==> config.mk <==
export PLATFORM = sky130hd
export DESIGN_NAME = socket_aux_signal_logic
export DESIGN_NICKNAME = d
export VERILOG_FILES = /design/src/hdl/socket_aux_pkg.sv /design/src/hdl/activity_lamp.sv /design/src/hdl/socket_aux_signal_logic.sv
export VERILOG_INCLUDE_DIRS = /design/src /design/src/hdl
export SDC_FILE = /design/constraint.sdc
export NUM_CORES = 1
export LEC_CHECK = 0
export BUFFER_PORTS_ARGS = -buffer_cell sky130_fd_sc_hd__clkbuf_2
export CAP_MARGIN = 10
export CELL_PAD_IN_SITES_DETAIL_PLACEMENT = 0
export CELL_PAD_IN_SITES_GLOBAL_PLACEMENT = 1
export CORE_ASPECT_RATIO = 0.7
export CORE_MARGIN = 2
export CORE_UTILIZATION = 32
export DETAILED_ROUTE_END_ITERATION = 10
export GPL_ROUTABILITY_DRIVEN = 0
export HOLD_SLACK_MARGIN = 0.05
export MAX_ROUTING_LAYER = met4
export PLACE_DENSITY_LB_ADDON = 0.1
export SLEW_MARGIN = 20
export SYNTH_ARGS = -nofsm -noshare
export SYNTH_HDL_FRONTEND = slang
export SYNTH_SLANG_ARGS = --single-unit
export TNS_END_PERCENT = 1
==> constraint.sdc <==
create_clock -name clk -period 3.19 [get_ports clk]
set_clock_uncertainty 0.2 [all_clocks]
set_input_delay 0.7975 -clock clk [delete_from_list [all_inputs] [get_ports clk]]
set_output_delay 0.7975 -clock clk [all_outputs]
set_load 0.1 [all_outputs]
==> src/hdl/socket_aux_map.svh <==
`ifndef SOCKET_AUX_MAP_SVH
`define SOCKET_AUX_MAP_SVH

// Timing
`define CLK_FREQ_HZ 25000000
`define LAMP_TIME_MS 64
`define LAMP_CYCLES ((`CLK_FREQ_HZ / 1000) * `LAMP_TIME_MS)
`define OSC_FREQ_HZ 16000
`define OSC_HALF_CYCLES (`CLK_FREQ_HZ / (2 * `OSC_FREQ_HZ))

// Field positions
`define SYSCTL_CLKEN_BIT 27
`define CARDCTL_CARD_SPEAKER_IN_EN_BIT 1
`define CARDCTL_PWM_ROUTE_BIT 2
`define PRESENT_ZV_SUPPORT_BIT 27
`define FORCE_ZV_SUPPORT_BIT 27
`define SOCKCTL_ZV_ENABLE_BIT 9
`define SOCKCTL_STD_MODEL_BIT 10
`define SOCKCTL_ZV_IN_USE_BIT 11

`endif

==> src/hdl/socket_aux_pkg.sv <==
package socket_aux_pkg;
  typedef enum logic [1:0] {
    CARD_NONE,
    CARD_16BIT,
    CARD_CARDBUS
  } card_type_t;
  typedef enum logic {
    LAMP_OFF,
    LAMP_ON
  } lamp_state_t;
endpackage

==> src/hdl/activity_lamp.sv <==
`timescale 1ns/10ps
`include "socket_aux_map.svh"
module activity_lamp #(
  parameter int unsigned LAMP_COUNT = `LAMP_CYCLES
) (
  input wire logic clk,
  input wire logic nrst,
  input wire logic activity,
  input wire logic forceOff,
  output logic lamp
);
  import socket_aux_pkg::*;

  lamp_state_t state;
  lamp_state_t next_state;
  logic [31:0] count;
  logic [31:0] next_count;

  // ----------------------------------------
  // Retriggerable interval
  // ----------------------------------------
  always_comb begin
    next_state = state;
    next_count = count;
    case (state)
      LAMP_OFF: begin
        if (activity && !forceOff) begin
          next_state = LAMP_ON;
          next_count = 32'h0000_0000;
        end
      end
      LAMP_ON: begin
        if (forceOff) begin
          next_state = LAMP_OFF; // RL19
        end else if (activity) begin
          next_count = 32'h0000_0000; // RL20
        end else if (count >= LAMP_COUNT - 1) begin
          next_state = LAMP_OFF; // RL15
        end else begin
          next_count = count + 32'h0000_0001; // RL23
        end
      end
      default: next_state = LAMP_OFF;
    endcase
  end

  always_ff @(posedge clk or negedge nrst) begin
    if (!nrst) begin
      state <= LAMP_OFF;
      count <= 32'h0000_0000;
    end else begin
      state <= next_state;
      count <= next_count;
    end
  end

  assign lamp = (state == LAMP_ON); // RL15

  chk_lamp_force_off: assert property ( // RL19
    @(posedge clk) disable iff (!nrst) forceOff |=> !lamp)
    else $error("lamp on while forced off");
  chk_lamp_retrigger: assert property ( // RL20
    @(posedge clk) disable iff (!nrst)
    (activity && !forceOff) |=> lamp)
    else $error("lamp not lit after activity");
endmodule // activity_lamp

==> src/hdl/socket_aux_signal_logic.sv <==
`timescale 1ns/10ps
`include "socket_aux_map.svh"
// Contract
// RL1 - Std flag zero: software uses legacy enable
// RL2 - Std flag one: software may use model
// RL3 - Supported and free: software sets enable
// RL4 - Supported but busy: software reports conflict
// RL5 - Unsupported: software reports, suggests other socket
// RL6 - Ring oscillator, off at reset, enable bit
// RL7 - Oscillator lets socket work without bus clock
// RL8 - Pullup for 16-bit, pulldown for CardBus
// RL9 - 16-bit I/O mode: battery pin is speaker
// RL10 - Speaker output is XOR of sockets
// RL11 - Speaker active only when enabled
// RL12 - Route bit sends PWM audio out
// RL13 - Both routing: socket 0 wins
// RL14 - Lamps per socket plus combined lamp
// RL15 - Lamp high 64 ms, else low
// RL16 - Activity only inserted, powered, out of reset
// RL17 - 16-bit activity: ready/irq low
// RL18 - CardBus activity: frame, irdy or request
// RL19 - Lamps forced off in suspend, clockrun, D1/D2
// RL20 - New activity restarts interval
// RL21 - In-use flag set when any enable
// RL22 - Force bit sets support, shown in present state
// RL23 - Interval counted from clock by parameter
// RL24 - No routing: PWM output low
module socket_aux_signal_logic #(
  parameter int unsigned LAMP_COUNT = `LAMP_CYCLES,
  parameter int unsigned OSC_HALF = `OSC_HALF_CYCLES
) (
  input wire logic clk,
  input wire logic nrst,
  input wire logic internal_clock_enable,
  input wire socket_aux_pkg::card_type_t cardType0,
  input wire socket_aux_pkg::card_type_t cardType1,
  input wire logic ioMode0,
  input wire logic ioMode1,
  input wire logic cardPowered0,
  input wire logic cardPowered1,
  input wire logic cardReset0,
  input wire logic cardReset1,
  input wire logic battery_detect_two0,
  input wire logic battery_detect_two1,
  input wire logic card_audio_in0,
  input wire logic card_audio_in1,
  input wire logic card_ready_irq0,
  input wire logic card_ready_irq1,
  input wire logic card_frame_n0,
  input wire logic card_frame_n1,
  input wire logic card_irdy_n0,
  input wire logic card_irdy_n1,
  input wire logic card_bus_request_n0,
  input wire logic card_bus_request_n1,
  input wire logic speaker_out_enable,
  input wire logic pwm_audio_route0,
  input wire logic pwm_audio_route1,
  input wire logic suspend,
  input wire logic clockStopPending,
  input wire logic lowPowerState,
  input wire logic force_zoom_support0,
  input wire logic force_zoom_support1,
  input wire logic zoom_socket_enable0,
  input wire logic zoom_socket_enable1,
  output logic ringClock,
  output logic statusPullUp0,
  output logic statusPullUp1,
  output logic statusPullDown0,
  output logic statusPullDown1,
  output logic speaker_out,
  output logic pwm_audio_out,
  output logic socket0_activity_lamp,
  output logic socket1_activity_lamp,
  output logic any_socket_activity_lamp,
  output logic zoom_platform_support0,
  output logic zoom_platform_support1,
  output logic zoom_in_use,
  output logic std_model_flag
);
  import socket_aux_pkg::*;

  // ----------------------------------------
  // Input synchronisers
  // ----------------------------------------
  localparam int NS = 22;
  logic [NS-1:0] rawIn;
  logic [NS-1:0] syncA;
  logic [NS-1:0] syncB;
  logic [NS-1:0] next_syncA;
  logic [NS-1:0] next_syncB;

  assign rawIn = {card_ready_irq0, card_ready_irq1,
    card_frame_n0, card_frame_n1, card_irdy_n0, card_irdy_n1,
    card_bus_request_n0, card_bus_request_n1,
    battery_detect_two0, battery_detect_two1,
    card_audio_in0, card_audio_in1,
    cardPowered0, cardPowered1, cardReset0, cardReset1,
    suspend, clockStopPending, lowPowerState,
    ioMode0, ioMode1, internal_clock_enable};

  always_comb begin
    next_syncA = rawIn;
    next_syncB = syncA;
  end

  always_ff @(posedge clk or negedge nrst) begin
    if (!nrst) begin
      syncA <= '0;
      syncB <= '0;
    end else begin
      syncA <= next_syncA;
      syncB <= next_syncB;
    end
  end

  logic rdy0, rdy1, frm0, frm1, ird0, ird1, req0, req1;
  logic bvd0, bvd1, aud0, aud1, pwr0, pwr1, rst0, rst1;
  logic susp, clkStop, lowPwr, io0, io1, oscEn;
  assign {rdy0, rdy1, frm0, frm1, ird0, ird1, req0, req1,
    bvd0, bvd1, aud0, aud1, pwr0, pwr1, rst0, rst1,
    susp, clkStop, lowPwr, io0, io1, oscEn} = syncB;

  // ----------------------------------------
  // Ring oscillator
  // ----------------------------------------
  logic [15:0] oscCount;
  logic [15:0] next_oscCount;
  logic next_ringClock;

  always_comb begin
    next_oscCount = 16'h0000;
    next_ringClock = 1'b0; // RL6
    if (oscEn) begin
      next_ringClock = ringClock;
      next_oscCount = oscCount + 16'h0001;
      if (oscCount >= 16'(OSC_HALF - 1)) begin
        next_oscCount = 16'h0000;
        next_ringClock = !ringClock; // RL7
      end
    end
  end

  always_ff @(posedge clk or negedge nrst) begin
    if (!nrst) begin
      oscCount <= 16'h0000;
      ringClock <= 1'b0;
    end else begin
      oscCount <= next_oscCount;
      ringClock <= next_ringClock;
    end
  end

  // ----------------------------------------
  // Status-change pin pulls and audio
  // ----------------------------------------
  function automatic logic cardAudio(input card_type_t t,
      input logic io, input logic bvd, input logic aud);
    cardAudio = (t == CARD_16BIT) ? (io & bvd) : // RL9
      ((t == CARD_CARDBUS) ? aud : 1'b0);
  endfunction

  logic next_speaker;
  logic next_pwm;

  always_comb begin
    next_speaker = 1'b0;
    if (speaker_out_enable) begin // RL11
      next_speaker = cardAudio(cardType0, io0, bvd0, aud0) ^
        cardAudio(cardType1, io1, bvd1, aud1); // RL10
    end
    next_pwm = 1'b0; // RL24
    if (pwm_audio_route0 && cardType0 == CARD_CARDBUS) begin
      next_pwm = aud0; // RL13
    end else if (pwm_audio_route1 && cardType1 == CARD_CARDBUS) begin
      next_pwm = aud1; // RL12
    end
  end

  logic next_pu0, next_pu1, next_pd0, next_pd1;
  always_comb begin
    next_pu0 = (cardType0 == CARD_16BIT); // RL8
    next_pu1 = (cardType1 == CARD_16BIT); // RL8
    next_pd0 = (cardType0 == CARD_CARDBUS); // RL8
    next_pd1 = (cardType1 == CARD_CARDBUS); // RL8
  end

  always_ff @(posedge clk or negedge nrst) begin
    if (!nrst) begin
      speaker_out <= 1'b0;
      pwm_audio_out <= 1'b0;
      statusPullUp0 <= 1'b0;
      statusPullUp1 <= 1'b0;
      statusPullDown0 <= 1'b0;
      statusPullDown1 <= 1'b0;
    end else begin
      speaker_out <= next_speaker;
      pwm_audio_out <= next_pwm;
      statusPullUp0 <= next_pu0;
      statusPullUp1 <= next_pu1;
      statusPullDown0 <= next_pd0;
      statusPullDown1 <= next_pd1;
    end
  end

  // ----------------------------------------
  // Zoomed-video flags
  // ----------------------------------------
  logic next_sup0, next_sup1, next_inUse;
  always_comb begin
    next_sup0 = zoom_platform_support0 | force_zoom_support0; // RL22
    next_sup1 = zoom_platform_support1 | force_zoom_support1; // RL22
    next_inUse = zoom_socket_enable0 | zoom_socket_enable1; // RL21
  end

  always_ff @(posedge clk or negedge nrst) begin
    if (!nrst) begin
      zoom_platform_support0 <= 1'b0;
      zoom_platform_support1 <= 1'b0;
      zoom_in_use <= 1'b0;
    end else begin
      zoom_platform_support0 <= next_sup0;
      zoom_platform_support1 <= next_sup1;
      zoom_in_use <= next_inUse;
    end
  end

  assign std_model_flag = 1'b1; // RL2

  // ----------------------------------------
  // Activity lamps
  // ----------------------------------------
  function automatic logic sockActive(input card_type_t t,
      input logic pwr, input logic rst, input logic rdy,
      input logic frm, input logic ird, input logic req);
    logic hit;
    hit = (t == CARD_16BIT) ? !rdy : // RL17
      ((t == CARD_CARDBUS) ? (!frm | !ird | !req) : 1'b0); // RL18
    sockActive = hit & pwr & !rst; // RL16
  endfunction

  logic act0, act1, lampOff;
  assign act0 = sockActive(cardType0, pwr0, rst0, rdy0, frm0, ird0, req0);
  assign act1 = sockActive(cardType1, pwr1, rst1, rdy1, frm1, ird1, req1);
  assign lampOff = susp | clkStop | lowPwr; // RL19

  activity_lamp #(.LAMP_COUNT(LAMP_COUNT)) lamp0 (
    .clk(clk), .nrst(nrst), .activity(act0), .forceOff(lampOff),
    .lamp(socket0_activity_lamp)); // RL14
  activity_lamp #(.LAMP_COUNT(LAMP_COUNT)) lamp1 (
    .clk(clk), .nrst(nrst), .activity(act1), .forceOff(lampOff),
    .lamp(socket1_activity_lamp)); // RL14
  activity_lamp #(.LAMP_COUNT(LAMP_COUNT)) lampAny (
    .clk(clk), .nrst(nrst), .activity(act0 | act1),
    .forceOff(lampOff), .lamp(any_socket_activity_lamp)); // RL14

  // ----------------------------------------
  // Checks
  // ----------------------------------------
  chk_speaker_gate: assert property ( // RL11
    @(posedge clk) disable iff (!nrst)
    !speaker_out_enable |=> !speaker_out)
    else $error("speaker active while disabled");
  chk_pwm_idle_low: assert property ( // RL24
    @(posedge clk) disable iff (!nrst)
    (!pwm_audio_route0 && !pwm_audio_route1) |=> !pwm_audio_out)
    else $error("pwm output not low");
  chk_pwm_priority: assert property ( // RL13
    @(posedge clk) disable iff (!nrst)
    (pwm_audio_route0 && cardType0 == CARD_CARDBUS)
    |=> pwm_audio_out == $past(aud0))
    else $error("pwm not from socket 0");
  chk_osc_disabled: assert property ( // RL6
    @(posedge clk) disable iff (!nrst) !oscEn |=> !ringClock)
    else $error("oscillator running while disabled");
  chk_pull_type: assert property ( // RL8
    @(posedge clk) disable iff (!nrst)
    (cardType0 == CARD_CARDBUS) |=> statusPullDown0 && !statusPullUp0)
    else $error("wrong pull on status pin");
  chk_inuse_flag: assert property ( // RL21
    @(posedge clk) disable iff (!nrst)
    zoom_socket_enable1 |=> zoom_in_use)
    else $error("in-use flag not set");
  chk_lamp_gated: assert property ( // RL16
    @(posedge clk) disable iff (!nrst)
    (!pwr0 && !socket0_activity_lamp) |=> !socket0_activity_lamp)
    else $error("lamp lit for unpowered socket");
  chk_any_lamp: assert property ( // RL14
    @(posedge clk) disable iff (!nrst)
    socket0_activity_lamp |-> any_socket_activity_lamp)
    else $error("combined lamp missing");
  chk_lamp1_gated: assert property ( // RL16
    @(posedge clk) disable iff (!nrst)
    (!pwr1 && !socket1_activity_lamp) |=> !socket1_activity_lamp)
    else $error("lamp lit for unpowered socket 1");
  chk_inuse_sock0: assert property ( // RL21
    @(posedge clk) disable iff (!nrst)
    zoom_socket_enable0 |=> zoom_in_use)
    else $error("in-use flag not set for socket 0");
  chk_pwm_route1: assert property ( // RL12
    @(posedge clk) disable iff (!nrst)
    (pwm_audio_route1 && !pwm_audio_route0 && cardType1 == CARD_CARDBUS)
    |=> pwm_audio_out == $past(aud1))
    else $error("pwm not from socket 1");
  cov_zoom_use: cover property (@(posedge clk) zoom_in_use);
  cov_lamp_on: cover property (@(posedge clk) socket0_activity_lamp);
  cov_pwm_both: cover property (@(posedge clk)
    pwm_audio_route0 && pwm_audio_route1);
  cov_speaker: cover property (@(posedge clk) speaker_out);
endmodule // socket_aux_signal_logic

==> results of run 1 <==
==> registers in the layout (all words and copies together), names as in the netlist, 16 cells and up <==
signal,flops
lamp0.count,32
lampAny.count,32
oscCount,16
lamp1.count,32
syncB,22
next_syncB,22
==> critical path, cell delays in order, from the launching register on <==
cell	delay, ns
dfrtp_1	0.38
ha_1	0.20
and3_1	0.35
nand4_1	0.14
a2111o_1	0.59
a31oi_2	0.24
buf_4	0.18
nor3b_1	0.08
o22a_1	0.18
==> layout by cell type (no fill, tap or decap), types with 3 or more instances in the layout <==
cell type and instances:
o31ai_1 19, nor4bb_1 3, nand3_1 40, a21oi_1 22
and4_1 3, clkbuf_16 17, nor3b_1 3, conb_1 7
nand2b_1 3, and2_1 43, or2_2 4, nor3_1 19
inv_8 5, and3_1 14, o21a_1 3, nor4_1 10
nand4_1 23, or3_1 16, nand2_1 51, or4_1 9
o21ai_1 42, clkbuf_2 46, o21ai_0 3, dfrtp_1 169
ha_1 5, o211ai_1 5, xor2_1 17, a32oi_1 4
nor4b_1 3, a22oi_1 3, nor2_1 54, buf_4 19
nor2b_1 7, inv_1 18, nand4b_1 3, a31oi_1 4
==> worst paths after layout <==
kind / startpoint / to / cells after the start / slack [ns]
max: lamp1.count[0]$_DFFE_PN0P_ / lamp1.count[20]$_DFFE_PN0P_ / 8 / 0.54
min: next_syncB[10]$_DFF_PN0_ / syncB[10]$_DFF_PN0_ / 0 / 0.15
max reg2reg: lamp1.count[0]$_DFFE_PN0P_ / lamp1.count[20]$_DFFE_PN0P_ / 8 / 0.54
min reg2reg: next_syncB[10]$_DFF_PN0_ / syncB[10]$_DFF_PN0_ / 0 / 0.15
max in group asynchronous: nrst / lampAny.count[11]$_DFFE_PN0P_ / 2 / 1.85
min in group asynchronous: nrst / oscCount[3]$_DFF_PN0_ / 1 / 0.16
==> where the power goes <==
part           switching, W  internal, W
combinational      0.000200     0.000108
sequential        0.0000984      0.00225
clock              0.000918      0.00109
==> per-layer routing <==
| metal | vias to the layer above | routed length [um] | GRT usage (%) |
|---|---|---|---|
| met5 | - | 0 | - |
| met1 | 2567 | 8930 | 22.9 |
| met3 | 11 | 651 | 4.16 |
| met4 | 0 | 164 | 4.46 |
| li1 | 2570 | - | - |
| met2 | 96 | 6860 | 21.2 |
==> per-stage QoR <==
step | cell area [um2] | total power [W] | hold slack [ns] | worst slack, ns | util, %
floorplan | 7160 | 0.00256 | 0.131 | 0.494 | -
global placement | 7860 | 0.00270 | 0.137 | 0.368 | 36.1
detailed placement | 7860 | 0.00271 | 0.135 | 0.319 | 36.1
CTS | 8420 | 0.00475 | 0.150 | 0.537 | 38.6
global route | 8420 | 0.00489 | 0.154 | 0.389 | 38.6
finish | 8420 | 0.00467 | 0.149 | 0.537 | 38.6
==> kinds of logic (layout without fill, tap and decap cells) <==
kind of cell / after synthesis / after routing / share of synthesized area, %
buffers and inverters: 37 / 118 / 2.17
XOR/XNOR: 19 / 19 / 2.33
flip-flops: 169 / 169 / 59.2
other: 2 / 7 / 0.105
AO/OA/AOI/OAI: 122 / 122 / 10.8
adder cells (fa/ha/maj): 5 / 5 / 0.876
AND/OR/NAND/NOR: 318 / 318 / 24.5
==> layout make-up <==
type	instances	area, um2
Clock inverter	13	138
Timing Repair Buffer	68	424
Clock buffer	17	425
Tap cell	282	353
Multi-Input combinational cell	471	2780
Inverter	20	75.1
Sequential cell	169	4230
Fill cell	2150	13400
==> run summary, run 1 <==
status = complete, no violations
Max VDD drop = 0.379 mV
Gate Count Post-Synth = 672
clk root buf = clkbuf_16
total wire length = 16600 um
P_leak = 3.69 nW
Synth Area per Inst = 10.6 um2
most frequent cell after synthesis = dfrtp_1
TritonCTS Buffers = 17
routed vias = 5244
DRC errors left = 0
CTS tree = yes
flops & latches, synth = 169
top-area cell type share of the netlist area = 59.2%
Post-CTS Setup Bufs = 0
worst-path maximum fanout = 10
first-pass iteration count of the detailed router = 5
drt initial violations = 314
post-synthesis sequential area ratio = 59.2%
Post-Syn Area = 7140 um2
Synth Flop Type = dfrtp_1
RSZ-0062 raised after global routing = false
crit share post-route = 83.2%
minimum clock period = 2.65 ns
CTS Hold Bufs = 0
type of origin of the critical path = flip-flop
initial antenna violation count = 0
critical path class = flip-flop to flip-flop
DRT antenna net count = 0
hold crit path type = flip-flop to flip-flop
Max-slew headroom = 55.9%
Area growth syn-to-layout = 17.9%
Clock Path Buffers = 2
Synth top cells by count = 169 x dfrtp_1, 54 x nor2_1, 51 x nand2_1, 43 x and2_1, 42 x o21ai_1
CP Capture Type = flip-flop
die height = 129 um
core area = 21800 um2
Worst-Skew Late Latency = 0.44 ns
final instance count without filler cells = 1040
EDFF count, synth = 0
# setup viols final = 0
post-synth top area cell = dfrtp_1
Placed Cells = 1010
num rows = 45
I/O pins = 49
Starting Density = 32.8%
final hold viol count = 0
Synth cell types = 58
Clock H-tree levels = 4
total gr overflow = 0
top cells by area, synth = dfrtp_1 59%, and2_1 3.8%, o21ai_1 2.9%, nor2_1 2.8%, nand3_1 2.8%
Cell Pwr Density = 555 nW/um2
Least-Margin Pin Slew = 0.662 ns
Die Wd = 183 um
Vias/cell = 5.04
share of layout cells above drive strength 1 = 14.6%
drt wl/cell = 16.0 um
MaxCap Viol Count = 0
die area = 23500 um2
cts repair resizes = 0
ys async rst share = 100%
Num Clock Sinks = 169
final setup TNS = 0 ns
largest net degree at the start of global routing = 70
GRT Total Usage = 15.7%
Final #Nets = 787
ANT cells = 0
Peak Freq = 377 MHz
CP Data Required Time = 3.30 ns
vias in the first global route = 5146
first-pass GRT wire length = 27600 um
port bufs = 47
Yosys Warn Count = 0
Reg clk slew, reported paths = 0.06 ns
CP arrival = 2.77 ns
dpl hpwl = 11900 um
Max Transition Viols Final = 0
Note: power is estimated with default switching activity, not from simulation.
==> inputs of run 2 (changes only) <==
==> constraint.sdc (replaced) <==
create_clock -name clk -period 2.8 [get_ports clk]
set_clock_uncertainty 0.2 [all_clocks]
set_input_delay 0.7 -clock clk [delete_from_list [all_inputs] [get_ports clk]]
set_output_delay 0.7 -clock clk [all_outputs]
set_load 0.1 [all_outputs]
==> run summary, run 2 (synthesis gave the netlist of run 1 again) <==
status = complete, no violations
cts repair resizes = 0
final setup TNS = 0 ns
RSZ-0062 raised after global routing = false
Reg-to-Reg Start = lamp0.count[23]$_DFFE_PN0P_
core area = 21800 um2
DRT antenna net count = 0
final hold viol count = 0
largest registers = lamp0.count x32, lamp1.count x32, lampAny.count x32
Die Wd = 183 um
combinational share of power = 6.3%
Post-CTS Setup Bufs = 0
Starting Density = 32.8%
commonest non-fill, non-tap cell in the layout = dfrtp_1
Reg clk slew, reported paths = 0.06 ns
Power, Total = 0.00556 W
first-pass iteration count of the detailed router = 5
r2r endpoint = lamp0.count[17]$_DFFE_PN0P_
die area = 23500 um2
DRC errors left = 0
Clock Path Buffers = 2
Worst-Skew Late Latency = 0.44 ns
clk root buf = clkbuf_16
initial antenna violation count = 0
Area growth syn-to-layout = 20.0%
CTS Hold Bufs = 0
I/O pins = 49
routed vias = 5232
R2R setup slack = 0.24 ns
Least-Margin Pin Slew = 0.580 ns
total gr overflow = 0
minimum clock period = 2.56 ns
Max-slew headroom = 61.3%
TritonCTS Buffers = 17
Max VDD drop = 0.463 mV
crit share post-route = 91.6%
P_leak = 3.77 nW
largest net degree at the start of global routing = 62
Vias/cell = 4.98
first-pass GRT wire length = 28200 um
worst-path maximum fanout = 28
CTS tree = yes
GRT Total Usage = 15.9%
Cell Pwr Density = 649 nW/um2
total wire length = 16500 um
port bufs = 47
Num Clock Sinks = 169
Peak Freq = 390 MHz
share of layout cells above drive strength 1 = 15.7%
hold crit path type = input port to asynchronous set/reset pin
drt initial violations = 327
sw frac = 24.1%
drt wl/cell = 15.7 um
type of origin of the critical path = flip-flop
most frequent cells in the layout = 169 x dfrtp_1, 54 x nor2_1, 51 x nand2_1
Clock H-tree levels = 4
dpl hpwl = 12000 um
worst reg2reg path depth = 7
# setup viols final = 0
die height = 129 um
P_int = 0.00422 W
CP Capture Type = flip-flop
ANT cells = 0
vias in the first global route = 5353
CP arrival = 2.72 ns
critical path class = flip-flop to flip-flop
Max Transition Viols Final = 0
clock group share of total power = 45.4%
num rows = 45
Final #Nets = 797
CP Data Required Time = 2.96 ns
net switching power = 0.00134 W
MaxCap Viol Count = 0
Sequential Power Share = 48.2%
run 2: worst max path at each step:
stage | start | to | slack (ns) | depth (start not counted)
final | lamp0.count[23]$_DFFE_PN0P_ | lamp0.count[17]$_DFFE_PN0P_ | 0.24 | 7
after global routing | lamp1.count[15]$_DFFE_PN0P_ | lamp1.count[1]$_DFFE_PN0P_ | 0.03 | 7
after CTS | lamp0.count[23]$_DFFE_PN0P_ | lamp0.count[17]$_DFFE_PN0P_ | 0.22 | 7
after detailed placement | cardType0[0] | lamp0.count[17]$_DFFE_PN0P_ | -0.03 | 8
after global placement | cardType0[0] | lamp0.count[11]$_DFFE_PN0P_ | 0.07 | 8
after floorplan | lamp0.lamp$_DFF_PN0_ | lamp0.count[6]$_DFFE_PN0P_ | 0.10 | 7
run 2: power groups by stage:
stage | clock network, W | registers, W | logic, W
after floorplan | 0 | 0.00274 | 0.000169
after global placement | 0 | 0.00273 | 0.000354
after detailed placement | 0 | 0.00272 | 0.000364
after CTS | 0.00261 | 0.00268 | 0.000364
after global routing | 0.00274 | 0.00270 | 0.000399
final | 0.00253 | 0.00268 | 0.000353
run 2: metrics by stage:
| stage | instances | area, um2 | setup slack (ns) | utilization, % | hold slack [ns] |
|---|---|---|---|---|---|
| floorplan | 677 | 7160 | 0.104 | - | 0.131 |
| global placement | 1020 | 7950 | 0.0672 | 36.5 | 0.136 |
| detailed placement | 1020 | 7950 | -0.0332 | 36.5 | 0.135 |
| CTS | 1051 | 8570 | 0.221 | 39.3 | 0.0508 |
| global route | 1051 | 8570 | 0.0346 | 39.3 | 0.0686 |
| finish | 1051 | 8570 | 0.236 | 39.3 | 0.0314 |
run 2: area by class of cell:
type                       instances  area, um2
inverter                          20       75.1
timing repair buffer              78        512
tap                              282        353
clock inverter                    12        185
multi-input combinational        471       2780
sequential                       169       4230
fill                            2113      13200
clock buffer                      19        443
run 2: metal layers:
metal  wire length [um]  GRT usage, %  up-vias  part of all wire [%]
li1                   -             -     2572                     -
met3                665          3.91       12                   4.0
met5                  0             -        -                     0
met1               8800          23.2     2550                    53
met2               6860          21.5       98                    42
met4                182          5.27        0                   1.1
run 2: worst max-delay path, cell delays in order, from the launching register on:
cell and delay [ns]:
dfrtp_1 0.40, nor3_1 0.36, nand4_1 0.23, nor3_1 0.31, a21oi_2 0.13, buf_12 0.18
or4_1 0.51, a21oi_1 0.17
==> inputs of run 3 (changes only) <==
--- a/config.mk
+++ b/config.mk
@@ -15,7 +15,7 @@
 export CORE_UTILIZATION = 32
 export DETAILED_ROUTE_END_ITERATION = 10
 export GPL_ROUTABILITY_DRIVEN = 0
-export HOLD_SLACK_MARGIN = 0.05
+export HOLD_SLACK_MARGIN = 0.08
 export MAX_ROUTING_LAYER = met4
 export PLACE_DENSITY_LB_ADDON = 0.1
 export SLEW_MARGIN = 20
==> constraint.sdc (replaced) <==
create_clock -name clk -period 2.3 [get_ports clk]
set_clock_uncertainty 0.2 [all_clocks]
set_input_delay 0.575 -clock clk [delete_from_list [all_inputs] [get_ports clk]]
set_output_delay 0.575 -clock clk [all_outputs]
set_load 0.1 [all_outputs]
==> run summary, run 3 (synthesis gave the netlist of run 1 again) <==
DRT antenna net count = 0
clk root buf = clkbuf_16
minimum clock period = 2.33 ns
Max VDD drop = 0.506 mV
Placed Area = 8510 um2
drt initial violations = 302
min-delay src = force_zoom_support1
first-pass iteration count of the detailed router = 7
Reg clk slew, reported paths = 0.07 ns
CP arrival = 2.48 ns
drt wl/cell = 15.4 um
Placed Cells = 1091
CP Capture Type = flip-flop
critical path class = flip-flop to flip-flop
worst-path maximum fanout = 15
share of layout cells above drive strength 1 = 25.7%
dpl hpwl = 12900 um
Final WS setup = -0.0281 ns
P_leak = 4.29 nW
first-pass GRT wire length = 29900 um
Reg-to-Reg Start = lamp0.count[1]$_DFFE_PN0P_
die height = 129 um
MaxCap Viol Count = 0
post-route cell area = 9560 um2
Least-Margin Pin Slew = 0.553 ns
ANT cells = 0
die area = 23500 um2
most frequent cells in the layout = 167 x dfrtp_1, 97 x buf_4, 53 x nor2_1
core area = 21800 um2
launch point of the worst path = lamp0.count[1]$_DFFE_PN0P_
RSZ-0062 raised after global routing = true
final instance count without filler cells = 1151
Vias/cell = 4.97
total wire length = 17700 um
status = finished, violations left
Worst-Skew Late Latency = 0.44 ns
port bufs = 47
Die Wd = 183 um
Clock Path Buffers = 2
CP Data Required Time = 2.45 ns
worst reg2reg path depth = 9
type of origin of the critical path = flip-flop
largest registers = lamp0.count x32, lamp1.count x32, lampAny.count x32
Cell Pwr Density = 712 nW/um2
failing checks = setup timing
r2r endpoint = lamp0.count[13]$_DFFE_PN0P_
final hold viol count = 0
CTS tree = yes
Area growth syn-to-layout = 33.9%
Max Transition Viols Final = 0
total gr overflow = 0
routed vias = 5720
Starting Density = 32.8%
crit share post-route = 101%
Num Clock Sinks = 169
final setup TNS = -0.0865 ns
Final #Nets = 896
initial antenna violation count = 0
DRC errors left = 0
R2R setup slack = -0.03 ns
num rows = 45
Peak Freq = 430 MHz
I/O pins = 49
Clock H-tree levels = 4
# setup viols final = 5
commonest non-fill, non-tap cell in the layout = dfrtp_1
crit path capture = lamp0.count[13]$_DFFE_PN0P_
Hold WS = 0.128 ns
Max-slew headroom = 63.3%
vias in the first global route = 5756
largest net degree at the start of global routing = 50
TritonCTS Buffers = 17
hold crit path type = input port to flip-flop
GRT Total Usage = 16.9%
==> run 3: cell types whose count changed in the layout (fill, tap and decap cells not counted), moves of 3 or more <==
cell           before  now
buf_6               1    6
clkinv_8            0    3
dlygate4sd3_1       0   23
a21oi_1            22   16
buf_4              28   97
a21oi_2             1    6
nor3_1             19   15
nor3_2              1    4
inv_8               0    3
==> run 3: repair_timing <==
item / CTS / global route
pin swaps: 5 / 15
hold buffers: 23 / 0
endpoints found under the hold margin: 67 / 0
gates resized for setup: 9 / 24
buffers inserted: 3 / 2
setup endpoints to repair: 33 / 44
==> run 3: worst max-delay path, stage by stage (launching register included) <==
cell,delay (ns)
dfrtp_1,0.36
ha_1,0.17
nand3_1,0.11
or3_1,0.36
a211o_1,0.32
a21oi_4,0.20
buf_12,0.16
buf_4,0.12
o21ai_1,0.09
a21oi_2,0.15
==> run 3: worst min-delay path by stage <==
stage	end	slack, ns	cells past startpoint
after floorplan	lamp0.count[0]$_DFFE_PN0P_	0.08	0
after global placement	syncB[19]$_DFF_PN0_	0.13	0
after detailed placement	syncB[10]$_DFF_PN0_	0.13	0
after CTS	zoom_in_use$_DFF_PN0_	0.10	2
after global routing	zoom_in_use$_DFF_PN0_	0.12	2
final	zoom_platform_support1$_DFF_PN0_	0.13	2
==> run 3: cell type report <==
type	count	area, um2
timing repair buffer	177	1360
clock inverter	15	203
tap	282	353
clock buffer	17	425
sequential	169	4230
inverter	20	75.1
multi-input combinational	471	2920
fill	2033	12200
==> run 3: stage by stage <==
stage / util, % / setup slack (ns) / power [W]
2_1_floorplan: - / -0.131 / 0.00355
3_3_place_gp: 39.0 / -0.235 / 0.00380
3_5_place_dp: 39.0 / -0.363 / 0.00381
4_1_cts: 43.3 / -0.0443 / 0.00691
5_1_grt: 43.9 / -0.142 / 0.00713
6_report: 43.9 / -0.0281 / 0.00681
==> run 3: metal layers <==
metal	part of all wire, %	up-vias	GRT usage (%)
met5	0	-	-
met4	1.7	0	6.31
met3	4.5	21	3.31
met2	43	117	23.6
met1	51	2805	24.1
li1	-	2777	-
==> run 3: report_power, final <==
group	internal, W	switching (W)	leakage, nW	total, W
clock	0.00167	0.00135	0.303	0.00302
combinational	0.000227	0.000304	1.80	0.000531
sequential	0.00312	0.000135	2.18	0.00326
total	0.00502	0.00179	4.29	0.00681
